[config.mk]
export PLATFORM = sky130hd
export DESIGN_NAME = scp_parser
export DESIGN_NICKNAME = d
export VERILOG_FILES = /design/src/hw/scp_pkg.sv /design/src/hw/scp_parser.sv
export SDC_FILE = /design/constraint.sdc
export NUM_CORES = 1
export LEC_CHECK = 0
export BUFFER_PORTS_ARGS = -buffer_cell sky130_fd_sc_hd__buf_2
export CORE_MARGIN = 3
export CORE_UTILIZATION = 35
export DETAILED_ROUTE_END_ITERATION = 16
export PLACE_DENSITY = 0.5
export SYNTH_ARGS = -nofsm -noshare
export SYNTH_HDL_FRONTEND = slang
export SYNTH_SLANG_ARGS = --single-unit
[constraint.sdc]
create_clock -name clk -period 4.3 [get_ports clk]
set_clock_uncertainty 0.1 [all_clocks]
set_input_delay 0.645 -clock clk [delete_from_list [all_inputs] [get_ports clk]]
set_output_delay 0.645 -clock clk [all_outputs]
set_load 0.02 [all_outputs]
[src/hw/scp_pkg.sv]
`default_nettype none
package scp_pkg;
  // character codes seen on the message stream
  localparam logic [7:0] CH_LF = 8'h0A;
  localparam logic [7:0] CH_CR = 8'h0D;
  localparam logic [7:0] CH_TAB = 8'h09;
  localparam logic [7:0] CH_SP = 8'h20;
  localparam logic [7:0] CH_SEMI = 8'h3B;
  localparam logic [7:0] CH_COLON = 8'h3A;
  localparam logic [7:0] CH_QUERY = 8'h3F;
  localparam logic [7:0] CH_STAR = 8'h2A;
  localparam logic [7:0] CH_DOT = 8'h2E;
  localparam logic [7:0] CH_COMMA = 8'h2C;
  localparam logic [7:0] CH_0 = 8'h30;
  localparam logic [7:0] CH_9 = 8'h39;
  localparam logic [7:0] CH_5 = 8'h35;
  localparam logic [7:0] CH_LA = 8'h61;
  localparam logic [7:0] CH_LZ = 8'h7A;
  localparam logic [7:0] CASE_DIFF = 8'h20;
  // keyword buffer length, in characters; the longest keyword has 9
  localparam int KW_CHARS = 12;
  localparam int KW_BITS = 8 * KW_CHARS;
  typedef logic [KW_BITS-1:0] scp_word_t;
  typedef logic [4:0] scp_id_t;
  localparam int NKW = 12;
  localparam int NCOM = 9;
  localparam scp_id_t ID_ROOT = 5'h1F;
  // headers: long spelling and the mandatory short spelling
  localparam scp_word_t KW_LONG [NKW] = '{"FREQUENCY", "POWER", "SWEEP",
    "SYSTEM", "STATUS", "CAPTURE", "RF", "START", "STOP", "TYPE",
    "VERSION", "ERROR"};
  localparam scp_word_t KW_SHORT [NKW] = '{"FREQ", "POW", "SWE", "SYST",
    "STAT", "CAPT", "RF", "STAR", "STOP", "TYPE", "VERS", "ERR"};
  // common words, given after the asterisk; ids follow the headers
  localparam scp_word_t COM_WORD [NCOM] = '{"RST", "TST", "CLS", "ESE",
    "ESR", "IDN", "OPC", "SRE", "STB"};
  localparam scp_word_t WORD_ON = "ON";
  localparam scp_word_t WORD_OFF = "OFF";
  // test-and-measurement class codes announced at enumeration
  localparam logic [7:0] USB_CLASS_TMC = 8'hFE;
  localparam logic [7:0] USB_SUBCLASS_TMC = 8'h03;
  typedef enum logic [1:0] {ST_KEY, ST_PARAM, ST_SKIP} scp_state_t;
endpackage
`default_nettype wire

[src/hw/scp_parser.sv]
`timescale 1ns/1ps
`default_nettype none
module scp_parser #(
  parameter int VAL_W = 16
) (
  input wire logic clk, // 50 MHz system clock
  input wire logic reset, // synchronous, active high
  input wire logic rx_valid, // one message byte present
  input wire logic [7:0] rx_data, // message byte
  input wire logic rx_eoi, // byte carries end-or-identify
  output logic rx_ready, // always ready after reset
  output logic cmd_valid, // pulse: a command parsed
  output logic cmd_err, // pulse: a command not recognised
  output scp_pkg::scp_id_t cmd_path, // parent header, or root
  output scp_pkg::scp_id_t cmd_kw, // leaf header or common id
  output logic cmd_query, // command ended in question mark
  output logic cmd_common, // command led by asterisk
  output logic cmd_has_param, // a parameter followed
  output logic [VAL_W-1:0] cmd_value, // rounded parameter value
  output logic cmd_bool, // parameter as boolean
  output logic cmd_reset, // pulse: common reset word
  output logic cmd_selftest, // pulse: common self-test word
  output logic cmd_status, // pulse: common word other than reset or self-test
  input wire logic resp_valid, // executor result present
  input wire logic [31:0] resp_data, // executor result
  input wire logic rd_req, // host reads a response
  output logic out_valid, // pulse: response word out
  output logic [31:0] out_data, // response word
  output logic [7:0] usb_class, // announced interface class
  output logic [7:0] usb_subclass // announced interface subclass
);
  import scp_pkg::*;

  if (VAL_W < 2 || VAL_W > 32) begin : g_bad_width
    $error("VAL_W out of range");
  end

  scp_state_t st_r, st_nxt;
  scp_word_t kbuf_r, kbuf_nxt;
  logic [3:0] klen_r, klen_nxt;
  logic ovf_r, ovf_nxt, com_r, com_nxt, q_r, q_nxt;
  scp_id_t path_r, path_nxt, leaf_r, leaf_nxt;
  logic leaf_ok_r, leaf_ok_nxt, par_r, par_nxt, frac_r, frac_nxt;
  logic rnd_r, rnd_nxt, fdig_r, fdig_nxt;
  logic [VAL_W-1:0] val_r, val_nxt;
  logic cv_r, cv_nxt, ce_r, ce_nxt, cq_r, cq_nxt, cc_r, cc_nxt;
  logic cp_r, cp_nxt, cb_r, cb_nxt, crs_r, crs_nxt;
  logic cst_r, cst_nxt, cstat_r, cstat_nxt;
  scp_id_t cpath_r, cpath_nxt, ckw_r, ckw_nxt;
  logic [VAL_W-1:0] cval_r, cval_nxt;
  logic pend_r, pend_nxt, hold_v_r, hold_v_nxt, ov_r, ov_nxt;
  logic [31:0] hold_r, hold_nxt, od_r, od_nxt;
  logic rdy_r;
  logic [7:0] uc;
  logic is_ws, is_term, is_dig, is_alpha, finish;
  scp_id_t hit;
  logic hit_ok;
  logic [VAL_W-1:0] pval;

  // fold lower case onto upper before matching
  always_comb begin
    is_alpha = (rx_data >= CH_LA) && (rx_data <= CH_LZ);
    uc = is_alpha ? rx_data - CASE_DIFF : rx_data;
    is_ws = (rx_data == CH_TAB) || (rx_data == CH_SP);
    is_term = (rx_data == CH_LF) || rx_eoi;
    is_dig = (rx_data >= CH_0) && (rx_data <= CH_9);
  end

  // header lookup: exact length either the short or the long spelling,
  // so a partial long form such as FREQU is refused
  always_comb begin
    hit = ID_ROOT;
    hit_ok = 1'b0;
    if (!ovf_r && klen_r != 4'h0) begin
      if (com_r) begin
        for (int i = 0; i < NCOM; i++) begin
          if (kbuf_r == COM_WORD[i]) begin
            hit = scp_id_t'(NKW + i);
            hit_ok = 1'b1;
          end
        end
      end else begin
        for (int i = 0; i < NKW; i++) begin
          if (kbuf_r == KW_SHORT[i] || kbuf_r == KW_LONG[i]) begin
            hit = scp_id_t'(i);
            hit_ok = 1'b1;
          end
        end
      end
    end
  end

  // parameter value: ON/OFF words or rounded number
  always_comb begin
    if (kbuf_r == WORD_ON) pval = VAL_W'(1);
    else if (kbuf_r == WORD_OFF) pval = '0;
    else pval = val_r + VAL_W'(rnd_r);
  end

  assign finish = rx_valid && (is_term || rx_data == CH_SEMI);

  // parser state and command issue
  always_comb begin
    st_nxt = st_r; kbuf_nxt = kbuf_r; klen_nxt = klen_r;
    ovf_nxt = ovf_r; com_nxt = com_r; q_nxt = q_r;
    path_nxt = path_r; leaf_nxt = leaf_r; leaf_ok_nxt = leaf_ok_r;
    par_nxt = par_r; frac_nxt = frac_r; rnd_nxt = rnd_r;
    fdig_nxt = fdig_r; val_nxt = val_r;
    cv_nxt = 1'b0; ce_nxt = 1'b0; crs_nxt = 1'b0;
    cst_nxt = 1'b0; cstat_nxt = 1'b0;
    cq_nxt = cq_r; cc_nxt = cc_r; cp_nxt = cp_r; cb_nxt = cb_r;
    cpath_nxt = cpath_r; ckw_nxt = ckw_r; cval_nxt = cval_r;
    if (rx_valid && rx_data != CH_CR) begin // cr before lf is dropped
      if (finish) begin
        if (st_r != ST_KEY || klen_r != 4'h0 || q_r) begin
          // each piece between semicolons issued alone
          if ((st_r == ST_KEY ? hit_ok : leaf_ok_r) && st_r != ST_SKIP) begin
            cv_nxt = 1'b1;
            ckw_nxt = (st_r == ST_KEY) ? hit : leaf_r;
            cpath_nxt = com_r ? ID_ROOT : path_r;
            cq_nxt = q_r;
            cc_nxt = com_r;
            cp_nxt = par_r;
            cval_nxt = pval;
            cb_nxt = (pval != '0);
            if (com_r) begin
              crs_nxt = (ckw_nxt == scp_id_t'(NKW));
              cst_nxt = (ckw_nxt == scp_id_t'(NKW + 1));
              cstat_nxt = (ckw_nxt > scp_id_t'(NKW + 1));
            end
          end else begin
            ce_nxt = 1'b1;
          end
        end
        st_nxt = ST_KEY; kbuf_nxt = '0; klen_nxt = 4'h0;
        ovf_nxt = 1'b0; com_nxt = 1'b0; q_nxt = 1'b0;
        par_nxt = 1'b0; frac_nxt = 1'b0; rnd_nxt = 1'b0;
        fdig_nxt = 1'b0; val_nxt = '0;
        if (is_term) path_nxt = ID_ROOT;
      end else begin
        case (st_r)
          ST_KEY: begin
            if (rx_data == CH_STAR && klen_r == 4'h0) begin
              com_nxt = 1'b1;
            end else if (rx_data == CH_QUERY) begin
              q_nxt = 1'b1;
            end else if (rx_data == CH_COLON && !com_r) begin
              // colon descends a level; leading colon means root
              if (klen_r == 4'h0) path_nxt = ID_ROOT;
              else if (hit_ok) path_nxt = hit;
              else st_nxt = ST_SKIP;
              kbuf_nxt = '0; klen_nxt = 4'h0;
            end else if (is_ws) begin
              if (klen_r != 4'h0) begin
                leaf_nxt = hit; leaf_ok_nxt = hit_ok;
                st_nxt = ST_PARAM;
                kbuf_nxt = '0; klen_nxt = 4'h0;
              end
            end else if (q_r) begin
              st_nxt = ST_SKIP; // no keyword character may follow the mark
            end else if (klen_r == 4'(KW_CHARS)) begin
              ovf_nxt = 1'b1;
            end else begin
              kbuf_nxt = {kbuf_r[KW_BITS-9:0], uc};
              klen_nxt = klen_r + 4'h1;
            end
          end
          ST_PARAM: begin
            if (is_dig) begin
              par_nxt = 1'b1;
              if (!frac_r) val_nxt = VAL_W'(val_r * VAL_W'(10)
                + VAL_W'(rx_data - CH_0));
              else if (!fdig_r) begin
                fdig_nxt = 1'b1;
                rnd_nxt = (rx_data >= CH_5); // round half up
              end
            end else if (rx_data == CH_DOT) begin
              frac_nxt = 1'b1;
            end else if (!is_ws && rx_data != CH_COMMA) begin
              // letters and signs; sign has no effect on magnitude
              par_nxt = 1'b1;
              if (klen_r != 4'(KW_CHARS)) begin
                kbuf_nxt = {kbuf_r[KW_BITS-9:0], uc};
                klen_nxt = klen_r + 4'h1;
              end
            end
          end
          ST_SKIP: ;
          default: st_nxt = ST_KEY;
        endcase
      end
    end
  end

  // response holding: only the newest query result survives
  always_comb begin
    pend_nxt = pend_r;
    hold_v_nxt = hold_v_r;
    hold_nxt = hold_r;
    ov_nxt = 1'b0;
    od_nxt = od_r;
    if (resp_valid && pend_r) begin
      hold_nxt = resp_data;
      hold_v_nxt = 1'b1;
      pend_nxt = 1'b0;
    end else if (rd_req && hold_v_r) begin
      ov_nxt = 1'b1;
      od_nxt = hold_r;
      hold_v_nxt = 1'b0;
    end
    // set wins: a query landing with the old result stays pending
    if (cv_r && cq_r) pend_nxt = 1'b1;
  end

  always_ff @(posedge clk) begin
    if (reset) begin
      st_r <= ST_KEY; kbuf_r <= '0; klen_r <= 4'h0;
      ovf_r <= 1'b0; com_r <= 1'b0; q_r <= 1'b0;
      path_r <= ID_ROOT; leaf_r <= ID_ROOT; leaf_ok_r <= 1'b0;
      par_r <= 1'b0; frac_r <= 1'b0; rnd_r <= 1'b0; fdig_r <= 1'b0;
      val_r <= '0; cv_r <= 1'b0; ce_r <= 1'b0; cq_r <= 1'b0;
      cc_r <= 1'b0; cp_r <= 1'b0; cb_r <= 1'b0; crs_r <= 1'b0;
      cst_r <= 1'b0; cstat_r <= 1'b0; cpath_r <= ID_ROOT;
      ckw_r <= ID_ROOT; cval_r <= '0; pend_r <= 1'b0;
      hold_v_r <= 1'b0; hold_r <= '0; ov_r <= 1'b0; od_r <= '0;
      rdy_r <= 1'b0;
    end else begin
      st_r <= st_nxt; kbuf_r <= kbuf_nxt; klen_r <= klen_nxt;
      ovf_r <= ovf_nxt; com_r <= com_nxt; q_r <= q_nxt;
      path_r <= path_nxt; leaf_r <= leaf_nxt; leaf_ok_r <= leaf_ok_nxt;
      par_r <= par_nxt; frac_r <= frac_nxt; rnd_r <= rnd_nxt;
      fdig_r <= fdig_nxt; val_r <= val_nxt; cv_r <= cv_nxt;
      ce_r <= ce_nxt; cq_r <= cq_nxt; cc_r <= cc_nxt; cp_r <= cp_nxt;
      cb_r <= cb_nxt; crs_r <= crs_nxt; cst_r <= cst_nxt;
      cstat_r <= cstat_nxt; cpath_r <= cpath_nxt; ckw_r <= ckw_nxt;
      cval_r <= cval_nxt; pend_r <= pend_nxt; hold_v_r <= hold_v_nxt;
      hold_r <= hold_nxt; ov_r <= ov_nxt; od_r <= od_nxt;
      rdy_r <= 1'b1;
    end
  end

  // class codes are fixed; held in flops so outputs are registered
  logic [7:0] ucls_r, usub_r;
  always_ff @(posedge clk) begin
    ucls_r <= USB_CLASS_TMC;
    usub_r <= USB_SUBCLASS_TMC;
  end

  assign rx_ready = rdy_r; assign cmd_valid = cv_r; assign cmd_err = ce_r;
  assign cmd_path = cpath_r; assign cmd_kw = ckw_r; assign cmd_query = cq_r;
  assign cmd_common = cc_r; assign cmd_has_param = cp_r;
  assign cmd_value = cval_r; assign cmd_bool = cb_r;
  assign cmd_reset = crs_r; assign cmd_selftest = cst_r;
  assign cmd_status = cstat_r; assign out_valid = ov_r;
  assign out_data = od_r; assign usb_class = ucls_r;
  assign usb_subclass = usub_r;

  property p_semi;
    @(posedge clk) disable iff (reset)
      rx_valid && rx_data == CH_SEMI && st_r == ST_KEY && hit_ok && !q_r
      |=> cv_r && ckw_r == $past(hit);
  endproperty
  a_semi: assert property (p_semi) else $error("semi no cmd");
  property p_ws;
    @(posedge clk) disable iff (reset)
      st_r == ST_PARAM && $past(st_r) == ST_KEY |-> $past(is_ws);
  endproperty
  a_ws: assert property (p_ws) else $error("param no space");
  property p_read;
    @(posedge clk) disable iff (reset)
      ov_r |-> $past(rd_req) && od_r == $past(hold_r);
  endproperty
  a_read: assert property (p_read) else $error("unasked out");
  property p_only_query;
    @(posedge clk) disable iff (reset)
      $rose(hold_v_r) |-> $past(pend_r) && (!pend_r || $past(cv_r && cq_r));
  endproperty
  a_only_query: assert property (p_only_query) else $error("stray");
  property p_latest;
    @(posedge clk) disable iff (reset)
      resp_valid && pend_r |=> hold_r == $past(resp_data) && hold_v_r;
  endproperty
  a_latest: assert property (p_latest) else $error("not kept");
  property p_common;
    @(posedge clk) disable iff (reset)
      cv_r && cc_r |-> ckw_r >= scp_id_t'(NKW) && cpath_r == ID_ROOT;
  endproperty
  a_common: assert property (p_common) else $error("misclass");
  property p_root;
    @(posedge clk) disable iff (reset)
      rx_valid && is_term && rx_data != CH_CR |=> path_r == ID_ROOT;
  endproperty
  a_root: assert property (p_root) else $error("not at root");
  property p_bool;
    @(posedge clk) disable iff (reset)
      cv_r |-> cb_r == (cval_r != '0);
  endproperty
  a_bool: assert property (p_bool) else $error("bool wrong");
endmodule // scp_parser
`default_nettype wire

==> summary.md <==
| Metric | Value |
|---|---|
| CTS tree | `built` |
| Htree depth | `1` |
| Area leader, netlist | `dfxtp_1` |
| Final Cell Area | `14,800 um2` |
| Drt wl/cell | `17.2 um` |
| Routed vias/inst | `5.40` |
| Worst hold path class | `input pin to register` |
| Measured slew at the worst slew-check pin | `0.995 ns` |
| Post-DP Area | `13,800 um2` |
| Final period demand of the worst path | `3.99 ns` |
| Critical path launch point | `kbuf_r[19]` |
| Routed Antenna Nets | `0` |
| Hold buffer count at cts | `0` |
| R2R Path End | `cmd_selftest` |
| Total gr overflow | `0` |
| Library cells used by synthesis | `79` |
| Post-Syn Instances | `1,653` |
| Worst R2R Setup Slack | `0.31 ns` |
| EDFF count, synth | `0` |
| IR Drop Worst-Case VDD | `0.000269 V` |
| Top FF cell, synth | `dfxtp_1` |
| Clk root buf | `clkbuf_16` |
| Slowest-stage cell, CP | `nor4b_1` |
| Max stage delay on crit path | `0.70 ns` |
| Initial antenna violation count | `0` |
| RSZ-0062 raised after global routing | `no` |
| GRT Resource Usage Total | `0.191` |
| CTS sink cnt | `239` |
| Post-synth ARST share | `0` |
| Max-cap violations | `0` |
| Max Freq | `251 MHz` |
| Final non-filler cell total | `2,229` |
| Antenna diodes | `0` |
| Pin count of the biggest net entering global routing | `99` |
| I/O pins | `131` |
| Syn. warnings | `0` |
| Chip width | `196 um` |
| Type of origin of the critical path | `register` |
| Die area | `38,500 um2` |
| Worst path depth | `9` |
| Post-Place Cells | `2,183` |
| Fin nets | `1,848` |
| Sequential area share after synthesis | `0.378` |
| Initial core utilization | `0.356` |
| FF+latch count, synth | `239` |
| Vias in the first global route | `11,300` |
| Area growth syn-to-layout | `16.6%` |
| Setup crit end kind | `register` |
| Req. time, crit path | `4.64 ns` |
| First-pass GRT wire length | `61,700 um` |
| DRT Pass-1 Iters | `5` |
| Slew Viols, Final | `0` |
| CORE AREA | `35,600 um2` |
| Clock latency on the worst-skew pair | `0.56 ns` |
| Power per cell area | `343 nW/um2` |
| Leading post-synthesis cells by cell area | `dfxtp_1 38%, nand2_1 12%, a21oi_1 8.1%` |
| Die Height | `196 um` |
| Global placer's final weighted congestion | `0.944` |
| Clock buffer depth | `3` |
| Share of post-route cells with drive strength above 1 | `0.133` |
| Post-Syn Area | `12,700 um2` |
| Worst-path cell chain | `nor4b_1, nand4_1, or4_1, nor2_1, o31ai_1, and3_1, a2111oi_4, o21bai_2, a2111oi_1` |
| Fin util | `0.415` |
| DR iter-0 viols | `690` |
| Worst-path clk slew | `0.06 ns` |
| Port buffer count | `114` |
| WS Path Type | `register to register` |
| Final HPWL DP | `28,000 um` |
| FP Rows | `69` |
| Status | `completed` |
| Reg-to-reg critical path startpoint | `kbuf_r[19]` |
| Final wirelength | `38,300 um` |
| Fin crit share | `0.927` |
| TritonCTS Buffers | `27` |
| CP Capture Point | `cmd_selftest` |
| TNS Setup | `0 ns` |
| Cells on worst reg2reg path | `9` |
| Buf/Inv on CP | `0` |
| Remaining DRCs | `0` |
| Vias | `12,000` |
| Max Fanout on Critical Path | `17` |
| Top-area cell type share of the netlist area | `0.378` |
| Hold Violations, Final | `0` |
| Avg Cell Area, Syn | `7.66 um2` |
| WP data arrival | `4.33 ns` |
| Top delay family on crit path | `simple AND/OR/NAND/NOR gates` |
| Finish-stage setup viols | `0` |
| Lkg Pwr | `0.00557 uW` |
| Slew HR | `0.337` |
[cell usage in the layout, fill, tap and decap left out, types with 11 or more instances in the layout]
| cell | Yosys | routed |
|---|---|---|
| ha_1 | 49 | 49 |
| buf_2 | 3 | 114 |
| conb_1 | 2 | 16 |
| inv_1 | 35 | 35 |
| a21oi_1 | 204 | 204 |
| a22oi_1 | 13 | 13 |
| nor4_1 | 47 | 47 |
| dfxtp_1 | 239 | 237 |
| nor3_1 | 46 | 46 |
| nand2_1 | 397 | 396 |
| or4_1 | 11 | 11 |
| and2_1 | 12 | 12 |
| xor2_1 | 16 | 16 |
| nand4_1 | 35 | 35 |
| o21ai_0 | 28 | 28 |
| nor2_1 | 98 | 98 |
| a31oi_1 | 13 | 12 |
| buf_4 | 16 | 48 |
| and3_1 | 14 | 14 |
| xnor2_1 | 29 | 29 |
| o2bb2ai_1 | 14 | 14 |
| nand3_1 | 53 | 53 |
| nand2b_1 | 12 | 12 |
| clkbuf_16 | 0 | 27 |
[synth_stat cells (6+ instances only)]
cell / count
o211a_1: 7
nand2_1: 397
o211ai_1: 10
a31oi_1: 13
buf_4: 16
buf_1: 7
nor2_1: 98
a211oi_1: 7
a22oi_1: 13
o2bb2ai_1: 14
xor2_1: 16
nor2b_1: 10
o21a_1: 8
nand4b_1: 10
clkbuf_1: 82
nor3_1: 46
xnor2_1: 29
or4_1: 11
nand4_1: 35
and2_1: 12
dfxtp_1: 239
inv_1: 35
nor4_1: 47
or3_1: 8
a21oi_1: 204
nor4bb_1: 6
o21ai_0: 28
a21o_1: 9
ha_1: 49
and3_1: 14
nand3b_1: 7
o22ai_1: 6
nand3_1: 53
nand2b_1: 12
[layout make-up]
cell class,count,area [um2]
fill,3701,20800
multi-input combinational,1282,7310
sequential,239,4790
timing repair buffer,166,1010
clock buffer,33,728
tap,461,577
clock inverter,13,209
inverter,35,131
[cells by family (layout without fill, tap and decap cells)]
logic type | count (synthesis) | in the layout | share of synthesized area
simple gates | 801 | 801 | 0.305
compound gates | 367 | 367 | 0.182
flops | 239 | 239 | 0.378
buf+inv | 146 | 247 | 0.0501
fa+ha+maj | 51 | 51 | 0.0516
xor+xnor | 45 | 45 | 0.0311
other cells | 2 | 16 | 0.000593
mux | 2 | 2 | 0.00168
[sequential cells by signal, summed over array words and instances (netlist names), 2 cells and up]
| register | flops |
|---|---|
| cmd_path | 5 |
| hold_r | 32 |
| path_r | 5 |
| leaf_r | 5 |
| cmd_value | 16 |
| klen_r | 4 |
| st_r | 2 |
| val_r | 16 |
| out_data | 32 |
| cmd_kw | 5 |
| kbuf_r | 96 |
[power by group]
part           internal, uW  leakage [uW]  switching [uW]
clock network          1500      0.000466             949
logic                   114       0.00318             250
registers              2230       0.00193            21.7
[worst min-delay path: cells and delay by family]
family | cells | cell delay [ns]
and+or+nand+nor | 1 | 0.04
buffers and inverters | 1 | 0.10
AOI/OAI and AO/OA | 1 | 0.05
[metrics by stage]
| step | setup WS (ns) | power, uW | hold WS [ns] |
|---|---|---|---|
| after detailed placement | 0.262 | 2670 | 0.340 |
| after floorplan | 0.714 | 2540 | 0.322 |
| after global routing | 0.00963 | 5280 | 0.216 |
| after CTS | 0.212 | 5140 | 0.198 |
| after global placement | 0.316 | 2670 | 0.335 |
| final | 0.313 | 5060 | 0.228 |
[metal layers]
metal | track usage | share of wire | vias to the layer above | wire length, um
met5 | 0 | 0 | - | 0
met3 | 0.0237 | 0.047 | 68 | 1780
met1 | 0.271 | 0.48 | 5653 | 18200
li1 | - | - | 6031 | -
met2 | 0.310 | 0.45 | 291 | 17300
met4 | 0.0478 | 0.025 | 0 | 969
[worst min-delay path by stage]
| stage | from | endpoint | depth (start not counted) |
|---|---|---|---|
| after CTS | resp_data[4] | hold_r[4] | 3 |
| after global routing | resp_data[21] | hold_r[21] | 3 |
| after global placement | cmd_common | cmd_common | 2 |
| final | resp_data[12] | hold_r[12] | 3 |
| after detailed placement | fdig_r | fdig_r | 2 |
| after floorplan | fdig_r | fdig_r | 2 |
[what timing repair did]
| item | CTS | global route |
|---|---|---|
| gates resized for setup | 0 | 4 |
| endpoints found under the setup margin | 0 | 3 |
| setup buffers | 0 | 0 |
No activity file was read; power rests on OpenSTA's default activity.
